<file path="src/rtl/twm_defines.svh">
// Register offsets, field positions and timing counts of the two-wire master
`ifndef TWM_DEFINES_SVH
`define TWM_DEFINES_SVH
`define TWM_OFF_TASK_RX_BEGIN   12'h000
`define TWM_OFF_TASK_TX_BEGIN   12'h008
`define TWM_OFF_TASK_HALT       12'h014
`define TWM_OFF_TASK_PAUSE      12'h01C
`define TWM_OFF_TASK_CONTINUE   12'h020
`define TWM_OFF_EV_HALTED       12'h104
`define TWM_OFF_EV_FAULT        12'h124
`define TWM_OFF_EV_PAUSED       12'h148
`define TWM_OFF_EV_RX_BEGUN     12'h14C
`define TWM_OFF_EV_TX_BEGUN     12'h150
`define TWM_OFF_EV_FINAL_RX     12'h15C
`define TWM_OFF_EV_FINAL_TX     12'h160
`define TWM_OFF_LINKS           12'h200
`define TWM_OFF_IRQ_EN          12'h300
`define TWM_OFF_IRQ_SET         12'h304
`define TWM_OFF_IRQ_CLR         12'h308
`define TWM_OFF_FAULT_CAUSE     12'h4C4
`define TWM_OFF_ENABLE          12'h500
`define TWM_OFF_SCL_SEL         12'h508
`define TWM_OFF_SDA_SEL         12'h50C
`define TWM_OFF_RATE            12'h524
`define TWM_OFF_RX_PTR          12'h534
`define TWM_OFF_RX_LIMIT        12'h538
`define TWM_OFF_RX_MOVED        12'h53C
`define TWM_OFF_RX_LIST         12'h540
`define TWM_OFF_TX_PTR          12'h544
`define TWM_OFF_TX_LIMIT        12'h548
`define TWM_OFF_TX_MOVED        12'h54C
`define TWM_OFF_TX_LIST         12'h550
`define TWM_OFF_ADDR            12'h588
`define TWM_LINK_TX_RX          7
`define TWM_LINK_TX_PAUSE       8
`define TWM_LINK_TX_HALT        9
`define TWM_LINK_RX_TX          10
`define TWM_LINK_RX_HALT        12
`define TWM_IE_HALTED           1
`define TWM_IE_FAULT            9
`define TWM_IE_PAUSED           18
`define TWM_IE_RX_BEGUN         19
`define TWM_IE_TX_BEGUN         20
`define TWM_IE_FINAL_RX         23
`define TWM_IE_FINAL_TX         24
`define TWM_IE_MASK             32'h01DC0202
`define TWM_ENABLE_ON           4'h6
`define TWM_SEL_RESET           32'hFFFFFFFF
`define TWM_RATE_RESET          32'h04000000
`define TWM_FAULT_ADDR_NACK     1
`define TWM_FAULT_DATA_NACK     2
`define TWM_CLK_MHZ             125
`define TWM_QTR_NS              2500
`define TWM_QTR_CYC             ((`TWM_QTR_NS * `TWM_CLK_MHZ) / 1000)
`endif

</file>
<file path="src/rtl/twm_pkg.sv">
// Types shared by the two-wire master
package twm_pkg;
	typedef enum {
		ST_IDLE, ST_START, ST_BIT, ST_ACK, ST_NEXT, ST_HOLD, ST_STOP, ST_DONE
	} twm_phase_type;

	typedef struct packed {
		logic        cyc;
		logic        stb;
		logic        we;
		logic [11:0] adr;
		logic [31:0] dat;
	} twm_wb_req_type;

	typedef struct packed {
		logic        we;
		logic [31:0] adr;
		logic [7:0]  dat;
	} twm_mem_req_type;

	typedef struct packed {
		logic scl_o;
		logic scl_oe;
		logic sda_o;
		logic sda_oe;
	} twm_pin_type;
endpackage : twm_pkg

</file>
<file path="src/rtl/twm_master.sv">
// Two-wire bus master with direct memory access and Wishbone registers
//
// How it works
// - Receive start sends start, address, read bit
// - Bytes stored from receive pointer upward
// - Acknowledge all bytes, not-acknowledge the last
// - Final-rx event when ready for last byte
// - No self stop on full buffer or error
// - Halt ignored while paused; continue first
// - Pause stretches clock after byte, then event
// - Final-byte events at byte boundaries
// - Link bits sit at positions 7 to 10 and 12
// - Set link fires its task on event; the rx-to-tx pulse arrives while busy and is lost
// - Links chain write then read with repeated start
// - Pin selects drive scl_sel_o and sda_sel_o whether enabled or not
// - Moved counts report last transaction bytes
// - Receive limit caps bytes stored only while a halt is pending
// - Bus address comes from address register
// - Fault event on any not-acknowledge clocked from the slave
// - Halted event after halt carried out
// - Pointers and limits double-buffered at start
`timescale 1ns/1ns
`default_nettype none
`include "twm_defines.svh"
module twm_master (
	// System
	input  wire logic        clk_i,
	input  wire logic        rst_i,
	// Wishbone slave
	input  wire logic        cyc_i,
	input  wire logic        stb_i,
	input  wire logic        we_i,
	input  wire logic [11:0] adr_i,
	input  wire logic [3:0]  sel_i,
	input  wire logic [31:0] dat_i,
	output logic      [31:0] dat_o,
	output logic             ack_o,
	// Memory write port
	output logic             mem_we_o,
	output logic      [31:0] mem_adr_o,
	output logic      [7:0]  mem_dat_o,
	// Bus pins
	input  wire logic        scl_i,
	input  wire logic        sda_i,
	output logic             scl_o,
	output logic             scl_oe_o,
	output logic             sda_o,
	output logic             sda_oe_o,
	// Pin routing
	output logic             pins_owned_o,
	output logic      [31:0] scl_sel_o,
	output logic      [31:0] sda_sel_o
);
	typedef struct packed {
		twm_pkg::twm_phase_type  ph;
		logic                    rd;
		logic [1:0]              q;
		logic [11:0]             tick;
		logic [3:0]              bitn;
		logic [7:0]              sh;
		logic                    addr_ph;
		logic                    halt_req;
		logic                    pause_req;
		logic                    paused;
		logic                    link_rx;
		logic                    link_tx;
		logic [31:0]             cnt;
		logic [31:0]             rx_ptr_a;
		logic [31:0]             rx_lim_a;
		logic [31:0]             tx_ptr_a;
		logic [31:0]             tx_lim_a;
		logic [31:0]             rx_ptr;
		logic [31:0]             rx_lim;
		logic [31:0]             tx_ptr;
		logic [31:0]             tx_lim;
		logic [31:0]             rx_moved;
		logic [31:0]             tx_moved;
		logic [6:0]              ev;
		logic [31:0]             links;
		logic [31:0]             ie;
		logic [2:0]              fault;
		logic [3:0]              en;
		logic [31:0]             scl_sel;
		logic [31:0]             sda_sel;
		logic [31:0]             rate;
		logic [6:0]              addr;
		logic [1:0]              scl_s;
		logic [1:0]              sda_s;
		twm_pkg::twm_pin_type    pin;
		twm_pkg::twm_mem_req_type mem;
		logic [31:0]             rdat;
		logic                    ack;
		logic                    owned;
	} twm_state_type;

	twm_state_type r;
	twm_state_type next_r;
	twm_pkg::twm_wb_req_type wb;

	// ------------------------------------------------------------
	// Register access decode
	// ------------------------------------------------------------
	logic acc;
	logic wr;
	logic w1;
	logic [6:0] ev_set;
	logic scl_hi;
	logic sda_in;
	logic qend;
	always_comb begin
		wb = '{cyc: cyc_i, stb: stb_i, we: we_i, adr: adr_i, dat: dat_i};
		acc = wb.cyc && wb.stb && !r.ack;
		wr = acc && wb.we && (sel_i == 4'hF);
		w1 = wr && wb.dat[0];
		scl_hi = r.scl_s[1];
		sda_in = r.sda_s[1];
		qend = (r.tick == 12'h000);
	end

	// Event index: 0 halted 1 fault 2 paused 3 rxbeg 4 txbeg 5 frx 6 ftx
	function automatic logic [31:0] rd_mux(input twm_state_type s,
			input logic [11:0] a);
		logic [31:0] v;
		v = 32'h00000000;
		case (a)
			`TWM_OFF_EV_HALTED:   v = {31'h0, s.ev[0]};
			`TWM_OFF_EV_FAULT:    v = {31'h0, s.ev[1]};
			`TWM_OFF_EV_PAUSED:   v = {31'h0, s.ev[2]};
			`TWM_OFF_EV_RX_BEGUN: v = {31'h0, s.ev[3]};
			`TWM_OFF_EV_TX_BEGUN: v = {31'h0, s.ev[4]};
			`TWM_OFF_EV_FINAL_RX: v = {31'h0, s.ev[5]};
			`TWM_OFF_EV_FINAL_TX: v = {31'h0, s.ev[6]};
			`TWM_OFF_LINKS:       v = s.links;
			`TWM_OFF_IRQ_EN,
			`TWM_OFF_IRQ_SET,
			`TWM_OFF_IRQ_CLR:     v = s.ie;
			`TWM_OFF_FAULT_CAUSE: v = {29'h0, s.fault};
			`TWM_OFF_ENABLE:      v = {28'h0, s.en};
			`TWM_OFF_SCL_SEL:     v = s.scl_sel;
			`TWM_OFF_SDA_SEL:     v = s.sda_sel;
			`TWM_OFF_RATE:        v = s.rate;
			`TWM_OFF_RX_PTR:      v = s.rx_ptr_a;
			`TWM_OFF_RX_LIMIT:    v = s.rx_lim_a;
			`TWM_OFF_RX_MOVED:    v = s.rx_moved;
			`TWM_OFF_TX_PTR:      v = s.tx_ptr_a;
			`TWM_OFF_TX_LIMIT:    v = s.tx_lim_a;
			`TWM_OFF_TX_MOVED:    v = s.tx_moved;
			`TWM_OFF_ADDR:        v = {25'h0, s.addr};
			default:              v = 32'h00000000;
		endcase
		return v;
	endfunction : rd_mux

	// ------------------------------------------------------------
	// Next state
	// ------------------------------------------------------------
	logic t_rx;
	logic t_tx;
	logic t_halt;
	logic t_pause;
	logic t_cont;
	logic enabled;
	always_comb begin
		next_r = r;
		ev_set = 7'h00;
		enabled = (r.en == `TWM_ENABLE_ON);
		next_r.scl_s = {r.scl_s[0], scl_i};
		next_r.sda_s = {r.sda_s[0], sda_i};
		next_r.ack = acc;
		next_r.rdat = acc ? rd_mux(r, wb.adr) : r.rdat;
		next_r.mem.we = 1'b0;
		t_rx = (w1 && wb.adr == `TWM_OFF_TASK_RX_BEGIN) || r.link_rx;
		t_tx = (w1 && wb.adr == `TWM_OFF_TASK_TX_BEGIN) || r.link_tx;
		t_halt = w1 && wb.adr == `TWM_OFF_TASK_HALT;
		t_pause = w1 && wb.adr == `TWM_OFF_TASK_PAUSE;
		t_cont = w1 && wb.adr == `TWM_OFF_TASK_CONTINUE;
		next_r.link_rx = 1'b0;
		next_r.link_tx = 1'b0;
		if (wr) begin
			case (wb.adr)
				`TWM_OFF_LINKS:    next_r.links = wb.dat & 32'h00001780;
				`TWM_OFF_IRQ_EN:   next_r.ie = wb.dat & `TWM_IE_MASK;
				`TWM_OFF_IRQ_SET:  next_r.ie = r.ie | (wb.dat & `TWM_IE_MASK);
				`TWM_OFF_IRQ_CLR:  next_r.ie = r.ie & ~wb.dat;
				`TWM_OFF_FAULT_CAUSE: next_r.fault = r.fault & ~wb.dat[2:0];
				`TWM_OFF_ENABLE:   next_r.en = wb.dat[3:0];
				`TWM_OFF_SCL_SEL:  next_r.scl_sel = wb.dat;
				`TWM_OFF_SDA_SEL:  next_r.sda_sel = wb.dat;
				`TWM_OFF_RATE:     next_r.rate = wb.dat;
				`TWM_OFF_RX_PTR:   next_r.rx_ptr_a = wb.dat;
				`TWM_OFF_RX_LIMIT: next_r.rx_lim_a = wb.dat;
				`TWM_OFF_TX_PTR:   next_r.tx_ptr_a = wb.dat;
				`TWM_OFF_TX_LIMIT: next_r.tx_lim_a = wb.dat;
				`TWM_OFF_ADDR:     next_r.addr = wb.dat[6:0];
				`TWM_OFF_EV_HALTED:   next_r.ev[0] = wb.dat[0];
				`TWM_OFF_EV_FAULT:    next_r.ev[1] = wb.dat[0];
				`TWM_OFF_EV_PAUSED:   next_r.ev[2] = wb.dat[0];
				`TWM_OFF_EV_RX_BEGUN: next_r.ev[3] = wb.dat[0];
				`TWM_OFF_EV_TX_BEGUN: next_r.ev[4] = wb.dat[0];
				`TWM_OFF_EV_FINAL_RX: next_r.ev[5] = wb.dat[0];
				`TWM_OFF_EV_FINAL_TX: next_r.ev[6] = wb.dat[0];
				default: ;
			endcase
		end
		if (t_pause && r.ph != twm_pkg::ST_IDLE)
			next_r.pause_req = 1'b1;
		// Halt while paused is dropped on the floor
		if (t_halt && !r.paused && r.ph != twm_pkg::ST_IDLE)
			next_r.halt_req = 1'b1;
		if (t_halt && r.ph == twm_pkg::ST_IDLE)
			ev_set[0] = 1'b1;
		// Quarter-bit timer; a held-low clock freezes it
		if (r.tick != 12'h000 && !(r.pin.scl_oe == 1'b0 && !scl_hi && r.q == 2'd2))
			next_r.tick = r.tick - 12'h001;
		case (r.ph)
			twm_pkg::ST_IDLE: begin
				next_r.pin = '{scl_o: 1'b0, scl_oe: 1'b0, sda_o: 1'b0, sda_oe: 1'b0};
				if (enabled && (t_rx || t_tx)) begin
					next_r.rd = t_rx;
					next_r.rx_ptr = r.rx_ptr_a;
					next_r.rx_lim = r.rx_lim_a;
					next_r.tx_ptr = r.tx_ptr_a;
					next_r.tx_lim = r.tx_lim_a;
					next_r.cnt = 32'h0;
					ev_set[3] = t_rx;
					ev_set[4] = !t_rx;
					next_r.ph = twm_pkg::ST_START;
					next_r.q = 2'd0;
					next_r.tick = 12'(`TWM_QTR_CYC);
				end
			end
			twm_pkg::ST_START: if (qend) begin
				next_r.tick = 12'(`TWM_QTR_CYC);
				next_r.q = r.q + 2'd1;
				// Start: data falls while clock released high
				if (r.q == 2'd0) begin
					next_r.pin.scl_oe = 1'b0;
					next_r.pin.sda_oe = 1'b0;
				end else if (r.q == 2'd1) begin
					next_r.pin.sda_oe = 1'b1;
				end else if (r.q == 2'd2) begin
					next_r.pin.scl_oe = 1'b1;
				end else begin
					next_r.sh = {r.addr, r.rd};
					next_r.addr_ph = 1'b1;
					next_r.bitn = 4'd0;
					next_r.ph = twm_pkg::ST_BIT;
				end
			end
			twm_pkg::ST_BIT, twm_pkg::ST_ACK: if (qend) begin
				next_r.tick = 12'(`TWM_QTR_CYC);
				next_r.q = r.q + 2'd1;
				case (r.q)
					2'd0: begin
						if (r.ph == twm_pkg::ST_ACK)
							next_r.pin.sda_oe = r.rd && !r.addr_ph
								? (r.cnt + 32'd1 < r.rx_lim) : 1'b0;
						else
							next_r.pin.sda_oe = (r.rd && !r.addr_ph) ? 1'b0
								: !r.sh[7];
					end
					2'd1: next_r.pin.scl_oe = 1'b0;
					2'd2: begin
						if (r.ph == twm_pkg::ST_BIT) begin
							next_r.sh = {r.sh[6:0], sda_in};
						end
					end
					default: begin
						next_r.pin.scl_oe = 1'b1;
						if (r.ph == twm_pkg::ST_BIT) begin
							next_r.bitn = r.bitn + 4'd1;
							if (r.bitn == 4'd7)
								next_r.ph = twm_pkg::ST_ACK;
						end else begin
							next_r.ph = twm_pkg::ST_NEXT;
						end
					end
				endcase
				// Acknowledge sampled from slave on clock high
				if (r.q == 2'd2 && r.ph == twm_pkg::ST_ACK &&
						(r.addr_ph || !r.rd)) begin
					if (sda_in) begin
						ev_set[1] = 1'b1;
						next_r.fault = r.fault | (r.addr_ph ?
							3'(1 << `TWM_FAULT_ADDR_NACK) :
							3'(1 << `TWM_FAULT_DATA_NACK));
					end
				end
			end
			twm_pkg::ST_NEXT: begin
				next_r.pin.sda_oe = 1'b0;
				next_r.addr_ph = 1'b0;
				next_r.bitn = 4'd0;
				next_r.q = 2'd0;
				next_r.tick = 12'(`TWM_QTR_CYC);
				if (r.rd && !r.addr_ph) begin
					next_r.mem = '{we: 1'b1, adr: r.rx_ptr + r.cnt,
						dat: r.sh};
					next_r.cnt = r.cnt + 32'd1;
					next_r.rx_moved = r.cnt + 32'd1;
				end else if (!r.rd && !r.addr_ph) begin
					next_r.cnt = r.cnt + 32'd1;
					next_r.tx_moved = r.cnt + 32'd1;
				end
				// Byte boundary: announce the final byte
				if (r.rd && ((r.addr_ph && r.rx_lim == 32'd1) ||
						(!r.addr_ph && r.cnt + 32'd2 == r.rx_lim))) begin
					ev_set[5] = 1'b1;
				end
				if (!r.rd && ((r.addr_ph && r.tx_lim == 32'd1) ||
						(!r.addr_ph && r.cnt + 32'd2 == r.tx_lim)))
					ev_set[6] = 1'b1;
				// Pending halt ends the transfer; buffer end alone does not
				if (r.halt_req && !r.addr_ph && (r.rd ?
						(r.cnt + 32'd1 >= r.rx_lim) : 1'b1))
					next_r.ph = twm_pkg::ST_STOP;
				else if (r.pause_req) begin
					next_r.ph = twm_pkg::ST_HOLD;
					next_r.pause_req = 1'b0;
					next_r.paused = 1'b1;
					ev_set[2] = 1'b1;
				end else
					next_r.ph = twm_pkg::ST_BIT;
				next_r.sh = 8'hFF;
			end
			twm_pkg::ST_HOLD: begin
				// Clock held low keeps the bus
				if (t_cont) begin
					next_r.paused = 1'b0;
					next_r.ph = twm_pkg::ST_BIT;
				end
			end
			twm_pkg::ST_STOP: if (qend) begin
				next_r.tick = 12'(`TWM_QTR_CYC);
				next_r.q = r.q + 2'd1;
				if (r.q == 2'd0)
					next_r.pin.sda_oe = 1'b1;
				else if (r.q == 2'd1)
					next_r.pin.scl_oe = 1'b0;
				else if (r.q == 2'd2)
					next_r.pin.sda_oe = 1'b0;
				else
					next_r.ph = twm_pkg::ST_DONE;
			end
			twm_pkg::ST_DONE: begin
				next_r.halt_req = 1'b0;
				ev_set[0] = 1'b1;
				next_r.ph = twm_pkg::ST_IDLE;
			end
			default: next_r.ph = twm_pkg::ST_IDLE;
		endcase
		// Repeated start when the tx-to-rx link fires from an active transfer
		if (r.ph == twm_pkg::ST_NEXT && ev_set[6] && r.links[`TWM_LINK_TX_RX]) begin
			next_r.rd = 1'b1;
			next_r.ph = twm_pkg::ST_START;
			next_r.rx_ptr = r.rx_ptr_a;
			next_r.rx_lim = r.rx_lim_a;
			next_r.cnt = 32'h0;
			ev_set[3] = 1'b1;
		end
		if (r.ph == twm_pkg::ST_NEXT && ev_set[5] && r.links[`TWM_LINK_RX_TX]) begin
			next_r.link_tx = 1'b1;
		end
		if (ev_set[5] && r.links[`TWM_LINK_RX_HALT])
			next_r.halt_req = 1'b1;
		if (ev_set[6] && r.links[`TWM_LINK_TX_HALT])
			next_r.halt_req = 1'b1;
		if (ev_set[6] && r.links[`TWM_LINK_TX_PAUSE])
			next_r.pause_req = 1'b1;
		if (!enabled)
			next_r.pin = '{scl_o: 1'b0, scl_oe: 1'b0, sda_o: 1'b0, sda_oe: 1'b0};
		next_r.ev = next_r.ev | ev_set;
		next_r.owned = (next_r.en == `TWM_ENABLE_ON);
	end

	// ------------------------------------------------------------
	// State register
	// ------------------------------------------------------------
	always_ff @(posedge clk_i) begin
		if (rst_i) begin
			r <= '0;
			r.ph <= twm_pkg::ST_IDLE;
			r.scl_sel <= `TWM_SEL_RESET;
			r.sda_sel <= `TWM_SEL_RESET;
			r.rate <= `TWM_RATE_RESET;
			r.scl_s <= 2'b11;
			r.sda_s <= 2'b11;
		end else begin
			r <= next_r;
		end
	end

	always_comb begin
		dat_o = r.rdat;
		ack_o = r.ack;
		mem_we_o = r.mem.we;
		mem_adr_o = r.mem.adr;
		mem_dat_o = r.mem.dat;
		scl_o = r.pin.scl_o;
		scl_oe_o = r.pin.scl_oe;
		sda_o = r.pin.sda_o;
		sda_oe_o = r.pin.sda_oe;
		pins_owned_o = r.owned;
		scl_sel_o = r.scl_sel;
		sda_sel_o = r.sda_sel;
	end

	// ------------------------------------------------------------
	// Checks
	// ------------------------------------------------------------
	a_halt_paused: assert property (@(posedge clk_i) disable iff (rst_i)
		r.paused |-> r.ph == twm_pkg::ST_HOLD || r.ph == twm_pkg::ST_NEXT)
		else $error("paused outside hold");
	a_pins_off: assert property (@(posedge clk_i) disable iff (rst_i)
		(r.en != `TWM_ENABLE_ON) |=> !r.pin.scl_oe && !r.pin.sda_oe)
		else $error("pins driven while disabled");
	a_pause_event: assert property (@(posedge clk_i) disable iff (rst_i)
		(r.ph == twm_pkg::ST_NEXT && r.pause_req && !r.halt_req)
		|=> r.ev[2] && r.ph == twm_pkg::ST_HOLD)
		else $error("pause event missing");
	a_hold_clock: assert property (@(posedge clk_i) disable iff (rst_i)
		(r.ph == twm_pkg::ST_HOLD && r.en == `TWM_ENABLE_ON) |-> r.pin.scl_oe)
		else $error("clock not stretched");
	a_mem_write: assert property (@(posedge clk_i) disable iff (rst_i)
		r.mem.we |-> r.mem.adr == r.rx_ptr + r.cnt - 32'd1)
		else $error("memory address wrong");
	a_done_event: assert property (@(posedge clk_i) disable iff (rst_i)
		r.ph == twm_pkg::ST_DONE |=> r.ev[0] && r.ph == twm_pkg::ST_IDLE)
		else $error("halted event missing");
	a_moved_count: assert property (@(posedge clk_i) disable iff (rst_i)
		$rose(r.mem.we) |-> r.rx_moved == r.cnt)
		else $error("moved count wrong");
	a_wb_ack: assert property (@(posedge clk_i) disable iff (rst_i)
		(cyc_i && stb_i && !ack_o) |=> ack_o ##1 !ack_o)
		else $error("bus answer wrong");
endmodule : twm_master
`default_nettype wire

</file>
<file path="config.mk">
export PLATFORM = sky130hd
export DESIGN_NAME = twm_master
export DESIGN_NICKNAME = d
export VERILOG_FILES = /design/src/rtl/twm_pkg.sv /design/src/rtl/twm_master.sv
export VERILOG_INCLUDE_DIRS = /design/src /design/src/rtl
export SDC_FILE = /design/constraint.sdc
export NUM_CORES = 2
export LEC_CHECK = 0
export BUFFER_PORTS_ARGS = -buffer_cell sky130_fd_sc_hd__clkbuf_2
export CORE_MARGIN = 2
export CORE_UTILIZATION = 56
export DETAILED_ROUTE_END_ITERATION = 8
export PLACE_DENSITY = 0.79
export SYNTH_ARGS = -nofsm -noshare
export SYNTH_HDL_FRONTEND = slang
export SYNTH_SLANG_ARGS = --single-unit
</file>
<file path="constraint.sdc">
create_clock -name clk_i -period 5 [get_ports clk_i]
set_input_delay 0.5 -clock clk_i [delete_from_list [all_inputs] [get_ports clk_i]]
set_output_delay 0.5 -clock clk_i [all_outputs]
set_load 0.01 [all_outputs]
</file>
# Word-level counts from Yosys, hierarchy flattened
# Index checks and enable logic that the tools add are counted.
dict set report totals {
  word_cells 362
  regBits 651
}
dict set report classes {
  bitwise 11
  n_reduce_logical 101
  muxes 114
  order_cmp 2
  n_eq_ne 86
  add_sub_neg 6
}
# operator n
set op_table {}
lappend op_table {{case mux 32 bit (21 select lines)} 1}
lappend op_table {{2-to-1 mux 32 bit} 20}
lappend op_table {{2-to-1 mux 128 bit} 2}
lappend op_table {{equality test 32 x 3 -> 1 bit, second input constant} 6}
lappend op_table {{case mux 32 bit (6 select lines)} 1}
lappend op_table {{2-to-1 mux 181 bit} 1}
lappend op_table {{equality test 12 x 11 -> 1 bit, second input constant} 12}
lappend op_table {{equality test 32 x 1 -> 1 bit, second input constant} 3}
lappend op_table {{case mux 32 bit (3 select lines)} 1}
lappend op_table {{equality test 12 x 9 -> 1 bit, second input constant} 7}
lappend op_table {{case mux 14 bit (5 select lines)} 1}
lappend op_table {{equality test 32 x 2 -> 1 bit, second input constant} 2}
lappend op_table {{equality test 32 bit} 2}
lappend op_table {{logical NOT 32 bit} 2}
lappend op_table {{2-to-1 mux 64 bit} 1}
lappend op_table {{case mux 32 bit (2 select lines)} 1}
lappend op_table {{!= test 3 bit, second input constant} 19}
lappend op_table {{2-to-1 mux 13 bit} 4}
lappend op_table {{2-to-1 mux 1 bit} 50}
lappend op_table {{equality test 12 x 10 -> 1 bit, second input constant} 4}
lappend op_table {{2-to-1 mux 47 bit} 1}
lappend op_table {{2-to-1 mux 41 bit} 1}
lappend op_table {{!= test 2 bit, second input constant} 19}
lappend op_table {{logical AND 1 bit} 37}
lappend op_table {{other kinds (57)} 122}

# Longest topological paths before layout
dict set report depth {
  ltp_word 13
  depth_mapped 20
  depth_no_buf 19
}

# Least setup slack after synthesis
# OpenSTA, ideal clock, no wires.
dict set report synth_timing {
  kind {reg2reg}
  from {reg r[587] (netlist name)}
  to {reg r[649] (netlist name)}
  t_arrival_ns 4.671
  n_path_buf 1
  synth_period_minus_slack_ns 4.812
  setup_ns 0.141
  required_time_ns 4.859
  stages_incl_launch_ff 19
  setup_slack_ns 0.188
  path_cell_list {dfxtp_1 -> buf_1 -> nand3_1 -> nor4_1 -> and2_0 -> nand2_1 -> nor2_1 -> and2_1 -> xnor2_1 -> inv_1 -> ha_1 -> nand4_1 -> nor4_1 -> nand4_1 -> o21bai_1 -> a311o_1 -> a311o_1 -> nand3_1 -> o311ai_0}
}
dict set report synth_between {
  elab_chain_cells 11
  word_cells_on_any_way 30
  cone_classes {2 x add/sub; 1 x order compare; 14 x eq/ne; 6 x mux; 7 x reduce/logical}
}
# item line_no
set synth_rtl {}
lappend synth_rtl {{from (decl)} twm_master.sv:96} ;# twm_state_type r;
lappend synth_rtl {{from (signal assigned)} twm_master.sv:389} ;# r <= next_r;
lappend synth_rtl {{branches (longest 11 deep; another with adder 32 x 1 -> 32 bit)} n/a}
# Parallel ways; which one is timed is not known.
# A chain may end at the register's enable or synchronous reset.

# Worst setup path in the final report
dict set report layout_timing {
  from {reg r[585] (netlist name)}
  to {reg r[649] (netlist name)}
}
# Same word-level chain as after synthesis.

==> impl_metrics.toml <==
[floorplanning]
die_area_um2 = 58930
num_rows = 87
start_util_pct = 56.61
die_y_um = 242.8
die_w_um = 242.8
pin_count = 198
core_um2 = 56390

[run]
maxCapViolCount = 0

[clock_tree]
hold_buffers = 0
clk_pin_slew_worst_paths_ns = 0.06
cts_tree = "done"
cts_buffer_depth = 3
htree_num_levels = 2
clock-root-buffer = "clkbuf_16"
clkLatencyLatePin_ns = 0.66
cts.sinks = 590
cts_made_buffers = 61

[yosys]
synth_edf_count = 0
synth_top_cell_area_share_pct = 37.00
syn_inst = 4017
syn_avg_cell_area_um2 = 7.946
synthTopCellsByCount = "dfxtp_1, nand2_1, a21oi_1"
synth_top_cell_by_area = "dfxtp_1"
ys.flop_type = "dfxtp_1"
async_flop_share_pct = 0
synth_area_leaders = "dfxtp_1, nand2_1, a21oi_1, buf_4, nor2_1"
netlist_area_um2 = 31920
seq_area_frac_synth_pct = 37.00
ys_ff_latch = 590
yosys_warnings = 0
synth_cell_types = 89

[grt]
grt_overflow = 0
grt_pass1_wl_mm = 190.2
grt.total_usage_pct = 42.60
grt_pass1_vias = 28490
antenna_found_initial = 2
grt_max_degree = 123

[power_and_ir_drop]
power_switching_w = 0.002326
pwr-share-comb_pct = 4.6
powerDensity_nw_per_um2 = 285.4
internal_power_w = 0.007686
seq_power_share_pct = 47.7
ir_worst_vdd_uv = 338.2
clock_power_share_pct = 47.7
p_leak_nw = 13.12
p_sw_share_pct = 23.23

[place]
portBuffers = 195
place_ws_ns = -0.01658
routabilityCongestion = 1.039
dp_hpwl_mm = 95.58

[timing]
fin_tns_setup_ns = 0
maxSlewViolCount = 0
setup_violations = 0
max_slew_margin_pct = 36.99
final_hold_viol_count = 0
fin_crit_ns = 4.795
max_freq_mhz = 208.6
finalCritPeriodShare_pct = 95.90
tightest_slew_ns = 0.9366
rsz0062_at_grt = "false"
fin_skew_ns = 0.04329
fin_ws_ns = 0.2051

[layout]
layout.nets = 4114
area_growth_pct = 9.874
utilization_pct = 62.20
drive_above_1_share_pct = 13.21

[critical_path]
crit_path_end_kind = "flop"
crit_required_ns = 5.49
crit_arrival_ns = 5.28
crit_type = "reg2reg"
crit_fanout = 4
critPathLaunchType = "flop"

[worst_hold_path]
hold_class = "in2reg"

[route]
drt-total-wl_mm = 130.4
routed_via_density = 6.615
drtPass1Iterations = 8
wl_per_cell_um = 27.26
ant_nets = 0
drc = 0
drt-initial-drc-count = 4755
route.vias.total = 31640

[run_status]
outcome = "finished clean"
[state kept, by name (all words and copies together), names as in the netlist]
signal and cells:
r 447, dat_o 32, mem_adr_o 32, scl_sel_o 32, sda_sel_o 32, mem_dat_o 8, next_r 2, ack_o 1
mem_we_o 1, pins_owned_o 1, scl_oe_o 1, sda_oe_o 1
[repair_timing]
action	CTS	global route
cloned	0	0
resized for setup	1	5
pin swaps	0	2
buffers inserted	0	0
endpoints found under the setup margin	1	3
[cells in the final DEF (no fill, tap or decap), types with 27 or more instances in the layout]
cell	count
nand2_1	589
a221oi_1	42
nor3_1	78
nor2_1	275
a21oi_1	371
a211o_1	68
nand3_1	70
and3_1	27
a22o_1	39
a21o_1	30
a22oi_1	120
dfxtp_1	590
inv_1	91
nand4_1	83
ha_1	72
o21ai_0	100
xor2_1	32
clkbuf_2	194
nor4_1	57
buf_4	164
mux2i_1	82
nor2b_1	84
a211oi_1	74
nand2b_1	148
clkbuf_16	62
xnor2_1	72
[per-layer routing]
metal / wire (um) / global-route usage [%] / vias up
met1: 51220 / 58.04 / 15010
met5: 0 / 0 / -
li1: - / - / 14030
met4: 7773 / 21.53 / 0
met3: 16210 / 9.244 / 402
met2: 55170 / 63.50 / 2202
[worst max-delay path: stages (launching register included)]
cell and delay, ns:
dfxtp_1 0.36, ha_1 0.20, nand3_1 0.13, nor4_1 0.31
buf_4 0.20, and2_1 0.25, nand2_1 0.15, nor2_2 0.19
and2_1 0.16, xnor2_1 0.14, inv_1 0.09, ha_1 0.30
nand4_1 0.13, nor4_1 0.34, buf_4 0.20, o2111ai_1 0.14
a21oi_2 0.25, nor3_4 0.12, a311o_1 0.43, a311o_1 0.37
nand3_1 0.08, o311ai_0 0.12
[cell type report]
type | count | area [um^2]
Antenna cell | 1 | 2.502
Sequential cell | 590 | 11810
Inverter | 92 | 345.3
Timing Repair Buffer | 367 | 2377
Multi-Input combinational cell | 2874 | 17510
Tap cell | 756 | 945.9
Clock inverter | 22 | 346.6
Clock buffer | 81 | 1733
Fill cell | 5020 | 21310
[final timing paths]
kind	slack, ns	from	cells past startpoint	to
setup / recovery	0.21	r[585]	21	r[649]
hold reg to reg	0.41	next_r[82]	1	r[82]
setup reg to reg	0.21	r[585]	21	r[649]
hold / removal	0.04	sda_i	2	next_r[80]
[metrics by stage]
step / instances / cell area (um^2) / hold slack (ns) / power, W
floorplan: 4018 / 31920 / 0.3895 / 0.005198
global route: 4783 / 35070 / 0.05089 / 0.01025
CTS: 4782 / 35060 / 0.02457 / 0.01001
detailed placement: 4679 / 32970 / 0.3945 / 0.005320
finish: 4783 / 35070 / 0.04109 / 0.01001
global placement: 4679 / 32970 / 0.3929 / 0.005312
[power groups by stage]
stage,registers [W],clock network (W),logic (W)
2_1_floorplan,0.00487,0,0.000331
3_3_place_gp,0.00487,0,0.000440
3_5_place_dp,0.00487,0,0.000446
4_1_cts,0.00477,0.00478,0.000454
5_1_grt,0.00477,0.00497,0.000505
6_report,0.00477,0.00478,0.000463
[kinds of logic after synthesis]
logic type / count (synthesis) / share of synthesized area, %
AND/OR/NAND/NOR: 1610 / 24.90
AO/OA/AOI/OAI: 995 / 20.66
flip-flops: 590 / 37.00
buffers and inverters: 554 / 8.659
XOR/XNOR: 109 / 3.206
multiplexers: 85 / 2.677
adder cells (fa/ha/maj): 73 / 2.885
other: 1 / 0.01175
No activity file was read; power rests on OpenSTA's default activity.
